--- config.mk ---
export PLATFORM = sky130hd
export DESIGN_NAME = gmc_engine
export DESIGN_NICKNAME = d
export VERILOG_FILES = /design/src/logic/gmc_sync.v /design/src/logic/gmc_slot.v /design/src/logic/gmc_engine.v
export VERILOG_INCLUDE_DIRS = /design/src /design/src/common
export SDC_FILE = /design/constraint.sdc
export NUM_CORES = 1
export LEC_CHECK = 0
export ABC_CLOCK_PERIOD_IN_PS = 4100
export BUFFER_PORTS_ARGS = -buffer_cell sky130_fd_sc_hd__buf_4
export CAP_MARGIN = 20
export CORE_AREA = 3 3 215 133
export CTS_BUF_LIST = sky130_fd_sc_hd__clkbuf_2
export DETAILED_ROUTE_END_ITERATION = 10
export DIE_AREA = 0 0 218 136
export MAX_ROUTING_LAYER = met4
export PLACE_DENSITY = 0.51
export SETUP_SLACK_MARGIN = 0.2
export SYNTH_ARGS = -nofsm -noshare
export SYNTH_HDL_FRONTEND = slang
export SYNTH_SLANG_ARGS = --single-unit
--- constraint.sdc ---
create_clock -name clk_in -period 4.1 [get_ports clk_in]
set_input_delay 0.615 -clock clk_in [delete_from_list [all_inputs] [get_ports clk_in]]
set_output_delay 0.615 -clock clk_in [all_outputs]
set_load 0.05 [all_outputs]
--- src/common/gmc_map.vh ---
// monitor-channel engine: slot positions, opcodes and message codes
// assumes one channel of 32 bits, monitor byte msb first, a then e last
`ifndef GMC_MAP_VH
`define GMC_MAP_VH

// bit positions inside the selected channel
`define GMC_POS_MON_FIRST 5'd16
`define GMC_POS_MON_LAST  5'd23
`define GMC_POS_A         5'd30
`define GMC_POS_E         5'd31

// frame counts for repeats, acknowledge holding and end marking
`define GMC_MIN_FRAMES    2'd2

// released level of an open-drain slot
`define GMC_FLOAT         1'b1
`define GMC_IDLE_BYTE     8'hff

// command opcodes in the upper nibble of the first byte
`define GMC_OP_BYTE_WR    4'h0
`define GMC_OP_BYTE_RD    4'h1
`define GMC_OP_NIB_WR     4'h2
`define GMC_OP_NIB_RD     4'h3
`define GMC_OP_EOC_IND    4'h4
`define GMC_OP_EOC_RD     4'h5
`define GMC_OP_EOC_WR     4'h6
`define GMC_NIB_ADDR_MAX  4'h5

// identification, response and indication codes
`define GMC_DEVID_B1      8'h01
`define GMC_DEVID_B2      8'h00
`define GMC_RESP_DEVID_B1 8'h80
`define GMC_IND_M56_B1    8'h00
`define GMC_IND_M4_B1     8'h20

// register port selectors
`define GMC_SEL_BYTE      2'd0
`define GMC_SEL_NIB       2'd1
`define GMC_SEL_EOC       2'd2

`endif

--- src/logic/gmc_sync.v ---
// two-flop synchroniser for the tdm pins and channel straps
// assumes inputs are asynchronous to clk_in
`timescale 1ns/1ps
`default_nettype none

module gmc_sync (
    input  wire       clk_in,
    input  wire       reset_n_in,
    input  wire [5:0] d_in,
    output reg  [5:0] q_out
);

    reg [5:0] meta;

    // ****
    // synchroniser pair
    // ****
    // first stage is read by the second stage only
    always @(posedge clk_in or negedge reset_n_in) begin
        if (!reset_n_in) begin
            meta  <= 6'h3f;
            q_out <= 6'h3f;
        end else begin
            meta  <= d_in;
            q_out <= meta;
        end
    end

endmodule // gmc_sync

`default_nettype wire

--- src/logic/gmc_slot.v ---
// slot timer: finds bit clock edges, tracks position inside the frame
// assumes synchronised bit clock (two clocks per bit) and frame sync
`timescale 1ns/1ps
`default_nettype none

module gmc_slot (
    input  wire       clk_in,
    input  wire       reset_n_in,
    input  wire       dcl_in,
    input  wire       fsc_in,
    input  wire [2:0] sel_in,
    output reg        tx_stb_out,
    output reg        rx_stb_out,
    output reg  [4:0] pos_out,
    output reg        mine_out
);

    reg        dcl_d;
    reg        fsc_d;
    reg  [9:0] half;
    wire       fsc_rise = fsc_in && !fsc_d;
    // frame sync and the first bit clock rise of a frame share one edge
    wire [9:0] half_inc = (fsc_rise ? 10'h3ff : half) + 10'h001;

    // ****
    // half-bit counter
    // ****
    // even half-bit starts a bit (drive), odd half-bit is mid-bit (sample)
    always @(posedge clk_in or negedge reset_n_in) begin
        if (!reset_n_in) begin
            dcl_d      <= 1'b1; // matches the synchroniser's reset level
            fsc_d      <= 1'b1;
            half       <= 10'h3ff;
            tx_stb_out <= 1'b0;
            rx_stb_out <= 1'b0;
            pos_out    <= 5'h00;
            mine_out   <= 1'b0;
        end else begin
            dcl_d      <= dcl_in;
            fsc_d      <= fsc_in;
            tx_stb_out <= 1'b0;
            rx_stb_out <= 1'b0;
            if (dcl_in && !dcl_d) begin
                half       <= half_inc;
                tx_stb_out <= !half_inc[0];
                rx_stb_out <= half_inc[0];
                pos_out    <= half_inc[5:1];
                mine_out   <= (half_inc[8:6] == sel_in) && !half_inc[9]; // RULE23
            end else if (fsc_rise) begin
                half <= 10'h3ff;             // next clock edge is half-bit 0
            end
        end
    end

endmodule // gmc_slot

`default_nettype wire

--- src/logic/gmc_engine.v ---
// monitor-channel engine: handshake, command decode, responses, indications
// assumes register file and maintenance deframer outside, on clk_in
// Function
// RULE1 - every message is one or two bytes, each byte sent in two frames at least
// RULE2 - a and e slots float when unused; active means pulled low
// RULE3 - e flags a new byte; a from the far side acknowledges it
// RULE4 - idle after two frames with a and e inactive; data slot all ones
// RULE5 - start only after two idle frames; e low with the first byte
// RULE6 - repeat each byte two frames at least and until acknowledged
// RULE7 - after first ack, e floats for first frame of byte two
// RULE8 - receiver holds a low two frames to confirm the first byte
// RULE9 - a floats on first instance of a later byte, low on the second
// RULE10 - on mismatching repeats, a stays low until two equal bytes arrive
// RULE11 - message ends with e high for two frames
// RULE12 - maintenance register updates raise indication messages
// RULE13 - reads answered with a response; writes done silently
// RULE14 - all messages acknowledged; invalid ones cause no action
// RULE15 - opcode in upper first-byte nibble; identification and nop codes
// RULE16 - byte commands: 4-bit address, data in second byte
// RULE17 - nibble commands: address 0 to 5, data in upper second nibble
// RULE18 - read commands are one byte; the answer is two bytes
// RULE19 - response opcodes for byte, nibble, eoc read and identification
// RULE20 - eoc word: first address bit is msb, last info bit is lsb
// RULE21 - queued indications go out before a read response
// RULE22 - controller decodes first byte of every message it receives
// RULE23 - drive and sample only in the selected channel
// RULE24 - indication first bytes for m5/m6, m4 and eoc; data in second
// RULE25 - sending an indication clears its pending flag
// RULE26 - byte confirmed on two equal frames; write after whole message
// RULE27 - one whole message at a time, queued, never interleaved
`timescale 1ns/1ps
`default_nettype none
`include "gmc_map.vh"

module gmc_engine (
    input  wire        clk_in,
    input  wire        reset_n_in,
    input  wire        dcl_in,
    input  wire        fsc_in,
    input  wire        din_in,
    input  wire [2:0]  channel_select_in,
    output reg         dout_out,
    output reg         dout_oe_n_out,
    output reg         reg_wr_out,
    output reg         reg_rd_out,
    output reg  [1:0]  reg_sel_out,
    output reg  [3:0]  reg_addr_out,
    output reg  [11:0] reg_wdata_out,
    input  wire [11:0] reg_rdata_in,
    input  wire        m4_upd_in,
    input  wire [7:0]  m4_data_in,
    input  wire        m56_upd_in,
    input  wire [7:0]  m56_data_in,
    input  wire        eoc_upd_in,
    input  wire [11:0] eoc_data_in,
    output reg  [2:0]  ind_clr_out
);

    localparam [1:0] T_IDLE = 2'd0;
    localparam [1:0] T_B1   = 2'd1;
    localparam [1:0] T_B2   = 2'd2;
    localparam [1:0] T_END  = 2'd3;

    // saturating frame counter step
    function [1:0] sat_inc;
        input [1:0] v;
        begin
            sat_inc = (v == 2'd3) ? v : v + 2'd1;
        end
    endfunction

    wire [5:0] pin_q;
    wire       tx_stb;
    wire       rx_stb;
    wire [4:0] pos;
    wire       mine;
    wire       din_s = pin_q[2];
    wire       in_mon = (pos >= `GMC_POS_MON_FIRST) && (pos <= `GMC_POS_MON_LAST);

    reg [7:0]  rx_sh;
    reg        rx_a;
    reg        rx_e;
    reg        fr_done;
    reg        r_act;
    reg        r_eprev;
    reg        r_conf;
    reg [1:0]  r_cnt;
    reg [1:0]  a_cnt;
    reg [7:0]  r_cand;
    reg [7:0]  m_b1;
    reg [7:0]  m_b2;
    reg        cmd_go;
    reg        tx_a;
    reg        tx_e;
    reg [7:0]  tx_byte;
    reg [1:0]  t_st;
    reg [1:0]  t_cnt;
    reg        t_af;
    reg [1:0]  idle_cnt;
    reg [7:0]  t_b2;
    reg        p_m56;
    reg        p_m4;
    reg        p_eoc;
    reg [7:0]  d_m56;
    reg [7:0]  d_m4;
    reg [11:0] d_eoc;
    reg        resp_pend;
    reg [7:0]  resp_b1;
    reg [7:0]  resp_b2;
    reg        rd_wait;
    reg [2:0]  next_clr;
    reg [7:0]  next_b1;
    reg [7:0]  next_b2;
    reg        next_resp_take;
    reg        have_msg;

    wire [3:0] op     = m_b1[7:4];
    wire       nib_ok = (m_b1[3:0] <= `GMC_NIB_ADDR_MAX); // RULE17
    // writes need both bytes, reads one; refused commands raise no strobe and leave the address
    wire       wr_ok  = (r_cnt == 2'd2) && (op == `GMC_OP_BYTE_WR || op == `GMC_OP_EOC_WR
                        || (op == `GMC_OP_NIB_WR && nib_ok)); // RULE13
    wire       rd_ok  = (r_cnt == 2'd1) && (op == `GMC_OP_BYTE_RD || (op == `GMC_OP_NIB_RD
                        && nib_ok) || (op == `GMC_OP_EOC_RD && m_b1[3:0] == 4'h0)); // RULE18

    gmc_sync u_sync (
        .clk_in     (clk_in),
        .reset_n_in (reset_n_in),
        .d_in       ({channel_select_in, din_in, fsc_in, dcl_in}),
        .q_out      (pin_q)
    );

    gmc_slot u_slot (
        .clk_in     (clk_in),
        .reset_n_in (reset_n_in),
        .dcl_in     (pin_q[0]),
        .fsc_in     (pin_q[1]),
        .sel_in     (pin_q[5:3]),
        .tx_stb_out (tx_stb),
        .rx_stb_out (rx_stb),
        .pos_out    (pos),
        .mine_out   (mine)
    );

    // ****
    // pin sampling and driving
    // ****
    // other channels are ignored on input and released on output
    always @(posedge clk_in or negedge reset_n_in) begin
        if (!reset_n_in) begin
            rx_sh         <= `GMC_IDLE_BYTE;
            rx_a          <= `GMC_FLOAT;
            rx_e          <= `GMC_FLOAT;
            fr_done       <= 1'b0;
            dout_out      <= `GMC_FLOAT;
            dout_oe_n_out <= 1'b1;
        end else begin
            fr_done <= rx_stb && mine && (pos == `GMC_POS_E);
            if (rx_stb && mine) begin // RULE23
                if (in_mon) rx_sh <= {rx_sh[6:0], din_s};
                if (pos == `GMC_POS_A) rx_a <= din_s;
                if (pos == `GMC_POS_E) rx_e <= din_s;
            end
            if (tx_stb) begin
                // only zeros are driven, ones are left to the pull-up
                if (mine && ((in_mon && !tx_byte[~pos[2:0]]) || (pos == `GMC_POS_A && !tx_a)
                        || (pos == `GMC_POS_E && !tx_e))) begin
                    dout_out      <= 1'b0; // RULE2
                    dout_oe_n_out <= 1'b0;
                end else begin
                    dout_out      <= `GMC_FLOAT;
                    dout_oe_n_out <= 1'b1; // RULE23
                end
            end
        end
    end

    // ****
    // receive handshake
    // ****
    // decisions are taken once per frame, after the e slot was sampled
    always @(posedge clk_in or negedge reset_n_in) begin
        if (!reset_n_in) begin
            r_act   <= 1'b0;
            r_eprev <= `GMC_FLOAT;
            r_conf  <= 1'b0;
            r_cnt   <= 2'd0;
            a_cnt   <= 2'd0;
            r_cand  <= `GMC_IDLE_BYTE;
            m_b1    <= `GMC_IDLE_BYTE;
            m_b2    <= `GMC_IDLE_BYTE;
            cmd_go  <= 1'b0;
            tx_a    <= `GMC_FLOAT;
        end else begin
            cmd_go <= 1'b0;
            if (fr_done) begin
                r_eprev <= rx_e;
                if (!r_act) begin
                    tx_a <= `GMC_FLOAT;
                    if (!rx_e) begin // RULE3
                        r_act  <= 1'b1;
                        r_cand <= rx_sh;
                        r_conf <= 1'b0;
                        r_cnt  <= 2'd0;
                    end
                end else if (rx_e && r_eprev) begin
                    r_act  <= 1'b0; // RULE11
                    tx_a   <= `GMC_FLOAT;
                    cmd_go <= 1'b1; // RULE26
                end else if (rx_e) begin
                    // first instance of the next byte, or first end frame
                    r_cand <= rx_sh;
                    r_conf <= 1'b0;
                    tx_a   <= (r_cnt == 2'd1 && a_cnt < `GMC_MIN_FRAMES) ? 1'b0 : 1'b1; // RULE8
                end else if (!r_conf && rx_sh == r_cand) begin
                    r_conf <= 1'b1; // RULE26
                    tx_a   <= 1'b0; // RULE9
                    a_cnt  <= 2'd1;
                    r_cnt  <= sat_inc(r_cnt);
                    if (r_cnt == 2'd0) m_b1 <= rx_sh;
                    if (r_cnt == 2'd1) m_b2 <= rx_sh;
                end else if (rx_sh != r_cand) begin
                    r_cand <= rx_sh;
                    r_conf <= 1'b0;
                    tx_a   <= 1'b0; // RULE10
                end else begin
                    tx_a  <= 1'b0; // RULE8
                    a_cnt <= sat_inc(a_cnt);
                end
            end
        end
    end

    // ****
    // command decode and register access
    // ****
    // every message is acknowledged above; unknown ones end here unused
    always @(posedge clk_in or negedge reset_n_in) begin
        if (!reset_n_in) begin
            reg_wr_out    <= 1'b0;
            reg_rd_out    <= 1'b0;
            reg_sel_out   <= `GMC_SEL_BYTE;
            reg_addr_out  <= 4'h0;
            reg_wdata_out <= 12'h000;
            rd_wait       <= 1'b0;
            resp_pend     <= 1'b0;
            resp_b1       <= `GMC_IDLE_BYTE;
            resp_b2       <= `GMC_IDLE_BYTE;
        end else begin
            reg_wr_out <= 1'b0;
            reg_rd_out <= 1'b0;
            rd_wait    <= reg_rd_out;
            if (next_resp_take) resp_pend <= 1'b0;
            if (cmd_go) begin
                if (r_cnt == 2'd2 && m_b1 == `GMC_DEVID_B1 && m_b2 == `GMC_DEVID_B2) begin
                    resp_pend <= 1'b1; // RULE19
                    resp_b1   <= `GMC_RESP_DEVID_B1;
                    resp_b2   <= 8'h00;
                end else begin
                    reg_wr_out <= wr_ok; // RULE13
                    reg_rd_out <= rd_ok; // RULE18
                    if (wr_ok || rd_ok) reg_addr_out <= m_b1[3:0]; // RULE16
                    case (m_b1[7:4]) // RULE15
                        `GMC_OP_BYTE_WR: begin
                            reg_sel_out   <= `GMC_SEL_BYTE;
                            reg_wdata_out <= {4'h0, m_b2};
                        end
                        `GMC_OP_NIB_WR: begin
                            reg_sel_out   <= `GMC_SEL_NIB;
                            reg_wdata_out <= {8'h00, m_b2[7:4]}; // RULE17
                        end
                        `GMC_OP_EOC_WR: begin
                            reg_sel_out   <= `GMC_SEL_EOC;
                            reg_wdata_out <= {m_b1[3:0], m_b2}; // RULE20
                        end
                        `GMC_OP_BYTE_RD: begin
                            reg_sel_out <= `GMC_SEL_BYTE;
                        end
                        `GMC_OP_NIB_RD: begin
                            reg_sel_out <= `GMC_SEL_NIB;
                        end
                        `GMC_OP_EOC_RD: begin
                            reg_sel_out <= `GMC_SEL_EOC;
                        end
                        default: begin
                            reg_sel_out <= reg_sel_out; // RULE14
                        end
                    endcase
                end
            end
            // read data is valid the cycle after the read strobe
            if (rd_wait) begin
                resp_pend <= 1'b1; // RULE13
                case (reg_sel_out) // RULE19
                    `GMC_SEL_BYTE: begin
                        resp_b1 <= {`GMC_OP_BYTE_RD, reg_addr_out};
                        resp_b2 <= reg_rdata_in[7:0];
                    end
                    `GMC_SEL_NIB: begin
                        resp_b1 <= {`GMC_OP_NIB_RD, reg_addr_out};
                        resp_b2 <= {reg_rdata_in[3:0], 4'h0};
                    end
                    default: begin
                        resp_b1 <= {`GMC_OP_EOC_RD, reg_rdata_in[11:8]}; // RULE20
                        resp_b2 <= reg_rdata_in[7:0];
                    end
                endcase
            end
        end
    end

    // ****
    // indication queue
    // ****
    // a new update in the clearing cycle wins, so no change is lost
    always @(posedge clk_in or negedge reset_n_in) begin
        if (!reset_n_in) begin
            p_m56       <= 1'b0;
            p_m4        <= 1'b0;
            p_eoc       <= 1'b0;
            d_m56       <= 8'h00;
            d_m4        <= 8'h00;
            d_eoc       <= 12'h000;
            ind_clr_out <= 3'h0;
        end else begin
            ind_clr_out <= next_clr; // RULE25
            p_m56 <= m56_upd_in || (p_m56 && !next_clr[0]); // RULE12
            p_m4  <= m4_upd_in || (p_m4 && !next_clr[1]);
            p_eoc <= eoc_upd_in || (p_eoc && !next_clr[2]);
            if (m56_upd_in) d_m56 <= m56_data_in;
            if (m4_upd_in) d_m4 <= m4_data_in;
            if (eoc_upd_in) d_eoc <= eoc_data_in;
        end
    end

    // next message to load, indications ahead of any read response
    always @* begin
        next_clr       = 3'h0;
        next_b1        = `GMC_IDLE_BYTE;
        next_b2        = `GMC_IDLE_BYTE;
        next_resp_take = 1'b0;
        have_msg       = p_m56 || p_m4 || p_eoc || resp_pend;
        if (fr_done && t_st == T_IDLE && rx_a && rx_e && idle_cnt != 2'd0) begin // RULE5
            if (p_m56) begin
                next_clr[0] = 1'b1;
                next_b1     = `GMC_IND_M56_B1; // RULE24
                next_b2     = d_m56;
            end else if (p_m4) begin
                next_clr[1] = 1'b1;
                next_b1     = `GMC_IND_M4_B1;
                next_b2     = d_m4;
            end else if (p_eoc) begin
                next_clr[2] = 1'b1;
                next_b1     = {`GMC_OP_EOC_IND, d_eoc[11:8]};
                next_b2     = d_eoc[7:0];
            end else if (resp_pend) begin
                next_resp_take = 1'b1; // RULE21
                next_b1        = resp_b1;
                next_b2        = resp_b2;
            end
        end
    end

    // ****
    // transmit handshake
    // ****
    // one message is held until its end marker, so bytes never interleave
    always @(posedge clk_in or negedge reset_n_in) begin
        if (!reset_n_in) begin
            t_st     <= T_IDLE;
            t_cnt    <= 2'd0;
            t_af     <= 1'b0;
            idle_cnt <= 2'd0;
            t_b2     <= `GMC_IDLE_BYTE;
            tx_byte  <= `GMC_IDLE_BYTE;
            tx_e     <= `GMC_FLOAT;
        end else if (fr_done) begin
            idle_cnt <= (rx_a && rx_e) ? sat_inc(idle_cnt) : 2'd0; // RULE4
            t_cnt    <= sat_inc(t_cnt);
            case (t_st)
                T_IDLE: begin
                    tx_byte <= `GMC_IDLE_BYTE; // RULE4
                    tx_e    <= `GMC_FLOAT;
                    if (have_msg && rx_a && rx_e && idle_cnt != 2'd0) begin
                        t_st    <= T_B1; // RULE27
                        tx_byte <= next_b1;
                        t_b2    <= next_b2;
                        tx_e    <= 1'b0; // RULE5
                        t_cnt   <= 2'd1;
                    end
                end
                T_B1: begin
                    if (t_cnt >= `GMC_MIN_FRAMES && !rx_a) begin // RULE6
                        t_st    <= T_B2;
                        tx_byte <= t_b2;
                        tx_e    <= `GMC_FLOAT; // RULE7
                        t_cnt   <= 2'd1;
                        t_af    <= 1'b0;
                    end
                end
                T_B2: begin
                    tx_e <= 1'b0; // RULE7
                    if (rx_a) t_af <= 1'b1;
                    if (t_cnt >= `GMC_MIN_FRAMES && t_af && !rx_a) begin // RULE1
                        t_st    <= T_END;
                        tx_byte <= `GMC_IDLE_BYTE;
                        tx_e    <= `GMC_FLOAT; // RULE11
                        t_cnt   <= 2'd1;
                    end
                end
                default: begin
                    if (t_cnt >= `GMC_MIN_FRAMES) t_st <= T_IDLE; // RULE11
                end
            endcase
        end
    end

endmodule // gmc_engine

`default_nettype wire

== Yosys cells after proc, flatten, opt, wreduce, memory -nomap -nowiden ==
Index checks and enable logic that the tools add are counted.

* Bits in registers: 173
* Input port bits: 51
* Output and inout bits: 25
* Logic and storage cells: 292

* $add $sub $neg: 5
* Magnitude comparators: 6
* Equal/unequal tests: 35
* Multiplexer cells: 100
* Bitwise gates (word level): 4
* Reduce and logical (&&, ||, !) cells: 95

{| class="wikitable"
|+ Operators with widths
! kind !! count
|-
| 2-to-1 mux 8 bit || 26
|-
| 2-to-1 mux 1 bit || 42
|-
| 2-to-1 mux 2 bit || 20
|-
| case mux 12 bit (3 select lines) || 1
|-
| logical AND 1 bit || 34
|-
| case mux 8 bit (3 select lines) || 1
|-
| AND reduction 6 bit || 4
|-
| 2-to-1 mux 10 bit || 2
|-
| case mux 2 bit (3 select lines) || 3
|-
| inequality test 2 bit (second input constant) || 8
|-
| AND reduction 3 bit || 5
|-
| case mux 7 bit (2 select lines) || 1
|-
| logical OR 1 bit || 13
|-
| == test 2 bit (second input constant) || 6
|-
| zero test 1 bit || 12
|-
| AND reduction 4 bit || 3
|-
| adder 10 x 1 -> 10 bit (second input constant) || 1
|-
| == test 5 bit (second input constant) || 2
|-
| AND reduction 2 bit || 5
|-
| AND reduction 5 bit || 2
|-
| nonzero test 3 bit || 3
|-
| adder 2 x 1 -> 2 bit (second input constant) || 4
|-
| == test 4 x 2 -> 1 bit (second input constant) || 2
|-
| == test 4 x 3 -> 1 bit (second input constant) || 2
|-
| 28 further kinds || 43
|}

== Depth between registers and ports, before layout ==
* Depth in word-level cells: 10
* Depth in mapped cells: 8
* Depth with buffers taken out: 7

== Modules after synthesis ==
From an unflattened synthesis, not the netlist that was laid out.

* Cell total of the unflattened synthesis: 714
* Area total of the unflattened synthesis: 8059.0 um2

{| class="wikitable"
|+ Modules (own cells, without submodules)
! module !! times used !! cells an instance !! area an instance (um2) !! seq. area each (um2)
|-
| gmc_engine || 1 || 595 || 6680.2 || 3616.0
|-
| gmc_slot || 1 || 107 || 1063.5 || 515.5
|-
| gmc_sync || 1 || 12 || 315.3 || 315.3
|}

== Least setup slack after synthesis ==
OpenSTA, ideal clock, no wires.

* Path type: register to register
* Start point: register m_b1[1]
* End point: register reg_addr_out[0]
* Library setup time: 0.127 ns
* Data arrival time: 1.942 ns
* Data required time: 3.973 ns
* Setup slack: 2.031 ns
* Cell stages (with the launch flop): 6
* Path buffers: 0
* Clock period less this slack: 2.069 ns
* Cell sequence: dfstp_2 > or3_1 > or4_4 > o21ai_2 > o32ai_2 > mux2_1

* Cells in the longest elaborated chain, start to end: 7
* Elaborated cells on any way between the ends: 16
* Classes of those cells: order compare: 1; eq/ne: 1; bitwise: 1; reduce/logical: 13

{| class="wikitable"
|+ RTL lines
! item !! RTL line !! RTL
|-
| from (decl) || gmc_engine.v:90 || <nowiki>reg [7:0] m_b1;</nowiki>
|-
| from (signal assigned) || gmc_engine.v:189 || <nowiki>m_b1 <= `GMC_IDLE_BYTE;</nowiki>
|-
| from (signal assigned) || gmc_engine.v:219 || <nowiki>if (r_cnt == 2'd0) m_b1 <= rx_sh;</nowiki>
|-
| <= comparator 4 x 3 -> 1 bit (no line) || n/a ||
|-
| logical AND 1 bit || gmc_engine.v:122 || <nowiki>wire rd_ok = (r_cnt == 2'd1) && (op == `GMC_OP_BYTE_RD || (op == `GMC_OP_NIB_RD</nowiki>
|-
| logical OR 1 bit (2 in series) || gmc_engine.v:122 ||
|-
| logical AND 1 bit || gmc_engine.v:122 ||
|-
| logical OR 1 bit || gmc_engine.v:261 || <nowiki>if (wr_ok || rd_ok) reg_addr_out <= m_b1[3:0];</nowiki>
|-
| AND reduction 3 bit (no line) (*) || n/a ||
|-
| to (signal assigned) || gmc_engine.v:261 ||
|-
| to (decl) || gmc_engine.v:47 || <nowiki>output reg [3:0] reg_addr_out,</nowiki>
|}

Mark *: on every way between the ends. The rest lies on a longest branch, timed or not.
A chain may end at the register's enable or synchronous reset.

== Final worst setup path ==
Same ends and word-level chain as after synthesis.

==> flow_summary.yaml <==
floorplan:
  die_area_um2: 29600
  fp-row-count: 46
  fp.dieW_um: 218
  num_io_pins: 76
  initial_core_util_pct: 30.0
  core_um2: 26500
  die_h_um: 136
global_route:
  gr-total-overflow: 0
  grt_max_degree: 84
  grt_pass1_wl_um: 31500
  antenna_found_initial: 1
  grt_pass1_vias: 5531
  grtUsageTotal_pct: 14.3
worst_hold_path:
  hold_class: "in2reg"
synth:
  synth_edf_count: 0
  synth.avg_cell_area_um2: 11.3
  yosysSeqAreaShare_pct: 56.0
  synthFlopType: "dfstp_2"
  synth_warnings: 0
  ys_seq_elements: 173
  syn_area_um2: 7940
  syn_inst: 703
  ys_types: 60
  syn_nets: 767
  async_reset_ff_share_pct: 100
layout:
  multiInputGateArea_um2: 3300
  syn2layout_area_growth_pct: 20.1
  nFillCells: 2598
  diodes: 0
  drive_gt1_share_pct: 34.3
  register_area_um2: 4450
  final_nets: 872
clock_network:
  clkLatencyLatePin_ps: 820
  clk_pin_slew_ps: 270
  post_cts_resized: 0
  cts_tree: "done"
  root_buffer: "clkbuf_2"
  clockBufferDepth: 2
  htreeDepth: 4
  post-cts-setup-buffers: 0
  clock-sinks: 173
  numCtsBuffers: 17
critical_path:
  cp_top_family: "simple AND/OR/NAND/NOR gates"
  criticalPathCategory: "reg2reg"
  cp_max_fo: 26
  critical_path_required_ps: 4820
  path_cells: "or3_1 > or4_4 > o21ai_4 > o32ai_2 > mux2_1"
  cp_slowest_cell: "or4_4"
  end_kind: "register"
  cpPeakStageDelay_ps: 540
  critPathBufInv: 0
  cp.arrival_ps: 3260
  startpoint_type: "register"
power_and_ir_drop:
  p_clk_share_pct: 31.2
  leakagePower_nw: 3.96
  vdd_drop_max_mv: 0.123
  p_int_mw: 2.39
  p_sw_share_pct: 26.5
  p_seq_share_pct: 58.6
  power_frac_comb_pct: 10.2
  powerDensity_nw_per_um2: 341
  p_sw_mw: 0.862
timing:
  rsz0062_at_grt: "false"
  holdWs_ps: 121
  period_share_pct: 62.0
  tns_ps: 0
  relSlewSlack_pct: 31.3
  max_freq_ghz: 0.393
  fin_crit_ps: 2540
  setup_violations: 0
  fin_worst_skew_ps: 51.4
  drv_slew: 0
  tightest_slew_ps: 1030
  hold_viol_final: 0
detailed_routing:
  first_iter_violations: 340
  remaining_drc_errors: 0
  vias: 5670
  firstDrtPassIters: 4
  wire_per_inst_um: 16.7
  drt-total-wl_um: 19700
  routed_via_density: 4.80
  ant_nets: 0
place:
  port-buffer-count: 75
  dpl.hpwl_um: 14000
  gp_congestion: 0.843
flow_run:
  cap_violations: 0
run_status:
  status: "finished clean"
==> worst min-delay path: stages <==
cell,delay [ps]
buf_4,110
nand2_1,50
nand2_1,40
nand2_1,60
o21ai_0,70
==> power groups by stage <==
stage / clock (mW) / combinational (mW) / sequential, mW
6_report: 1.02 / 0.331 / 1.91
3_5_place_dp: 0 / 0.305 / 1.93
3_3_place_gp: 0 / 0.305 / 1.93
5_1_grt: 1.12 / 0.373 / 1.92
2_1_floorplan: 0 / 0.188 / 1.90
4_1_cts: 1.07 / 0.336 / 1.91
==> cells by family (layout without fill, tap and decap cells) <==
| family | count (synthesis) | after routing | synth area share (%) |
|---|---|---|---|
| buf+inv | 52 | 170 | 2.54 |
| compound gates | 158 | 158 | 13.2 |
| simple gates | 210 | 210 | 12.7 |
| flops | 173 | 173 | 56.0 |
| fa+ha+maj | 13 | 13 | 2.05 |
| mux | 81 | 81 | 11.7 |
| xor+xnor | 16 | 16 | 1.77 |
==> placed cells by master (no fill, tap or decap), drive strengths merged, types with 9 or more instances in the layout <==
cell,n
dfstp,94
dfrtp,79
buf,78
mux2,72
nand2,68
nor2,55
o21ai,54
dlygate4sd3,39
a21oi,26
inv,23
clkbuf,20
nand2b,19
ha,13
o221ai,12
nor3,12
a31oi,11
xnor2,11
o22a,10
nand3,9
==> state kept, by name, indices dropped and copies added, names as in the netlist, 6 cells and up <==
register       cells
d_eoc             12
d_m4               8
d_m56              8
m_b1               8
m_b2               8
r_cand             8
reg_wdata_out     12
resp_b1            8
resp_b2            8
rx_sh              8
t_b2               8
tx_byte            8
u_slot.half       10
u_sync.meta        6
u_sync.q_out       6
==> per-layer routing <==
layer | wire length [µm] | track usage, % | up-vias | share of wire, %
met2 | 8280 | 19.2 | 80 | 42
met3 | 672 | 3.08 | 14 | 3.4
met5 | 0 | - | - | 0
met1 | 10600 | 21.3 | 2839 | 54
met4 | 201 | 3.91 | 0 | 1.0
li1 | - | - | 2737 | -
==> cell type report <==
class                   instances  area share, %
multi-input cells             478           34.6
well taps                     360           4.73
clock buffers                  20           1.05
repair buffers                117           10.4
clock inverters                12           1.77
flip-flops and latches        173           46.6
inverters                      21          0.827
==> worst paths after layout <==
check | from | to | slack (ps) | cells after the start
worst min-delay path | reg_rdata_in[6] | resp_b2[6] | 120 | 5
worst max-delay path | m_b1[1] | reg_addr_out[0] | 1560 | 5
max in group asynchronous | reset_n_in | resp_b2[7] | 2720 | 3
worst min register to register | u_sync.meta[1] | u_sync.q_out[1] | 370 | 0
min in group asynchronous | reset_n_in | reg_addr_out[3] | 400 | 2
worst max register to register | m_b1[1] | reg_addr_out[0] | 1560 | 5
==> through the flow <==
stage	power, mW	setup slack [ps]	cell area, µm²	util [%]	instances
finish	3.25	1560	9530	36.0	1181
global route	3.42	1380	9530	36.0	1181
CTS	3.31	1550	9530	36.0	1181
detailed placement	2.24	1600	8870	33.5	1110
global placement	2.24	1630	8870	33.5	1110
floorplan	2.09	2030	7940	-	703
==> what timing repair did <==
action,4_1_cts,5_1_grt
endpoints found under the hold margin,73,0
hold buffers,39,0
endpoints found under the setup margin,0,0
==> synth_stat cells (9+ instances only) <==
cell type | count | area, µm²
dfstp_2 | 94 | 2470
dfrtp_1 | 79 | 1980
mux2_2 | 68 | 766
nand2_1 | 68 | 255
nor2_1 | 55 | 206
o21ai_0 | 51 | 255
clkbuf_1 | 27 | 101
a21oi_1 | 26 | 130
inv_1 | 21 | 78.8
nand2b_1 | 19 | 119
ha_1 | 13 | 163
nor3_1 | 12 | 60.1
o221ai_1 | 12 | 105
a31oi_1 | 11 | 68.8
xnor2_1 | 11 | 96.3
o22a_1 | 10 | 87.6
nand3_1 | 9 | 45.0
Note: power is estimated with default switching activity, not from simulation.
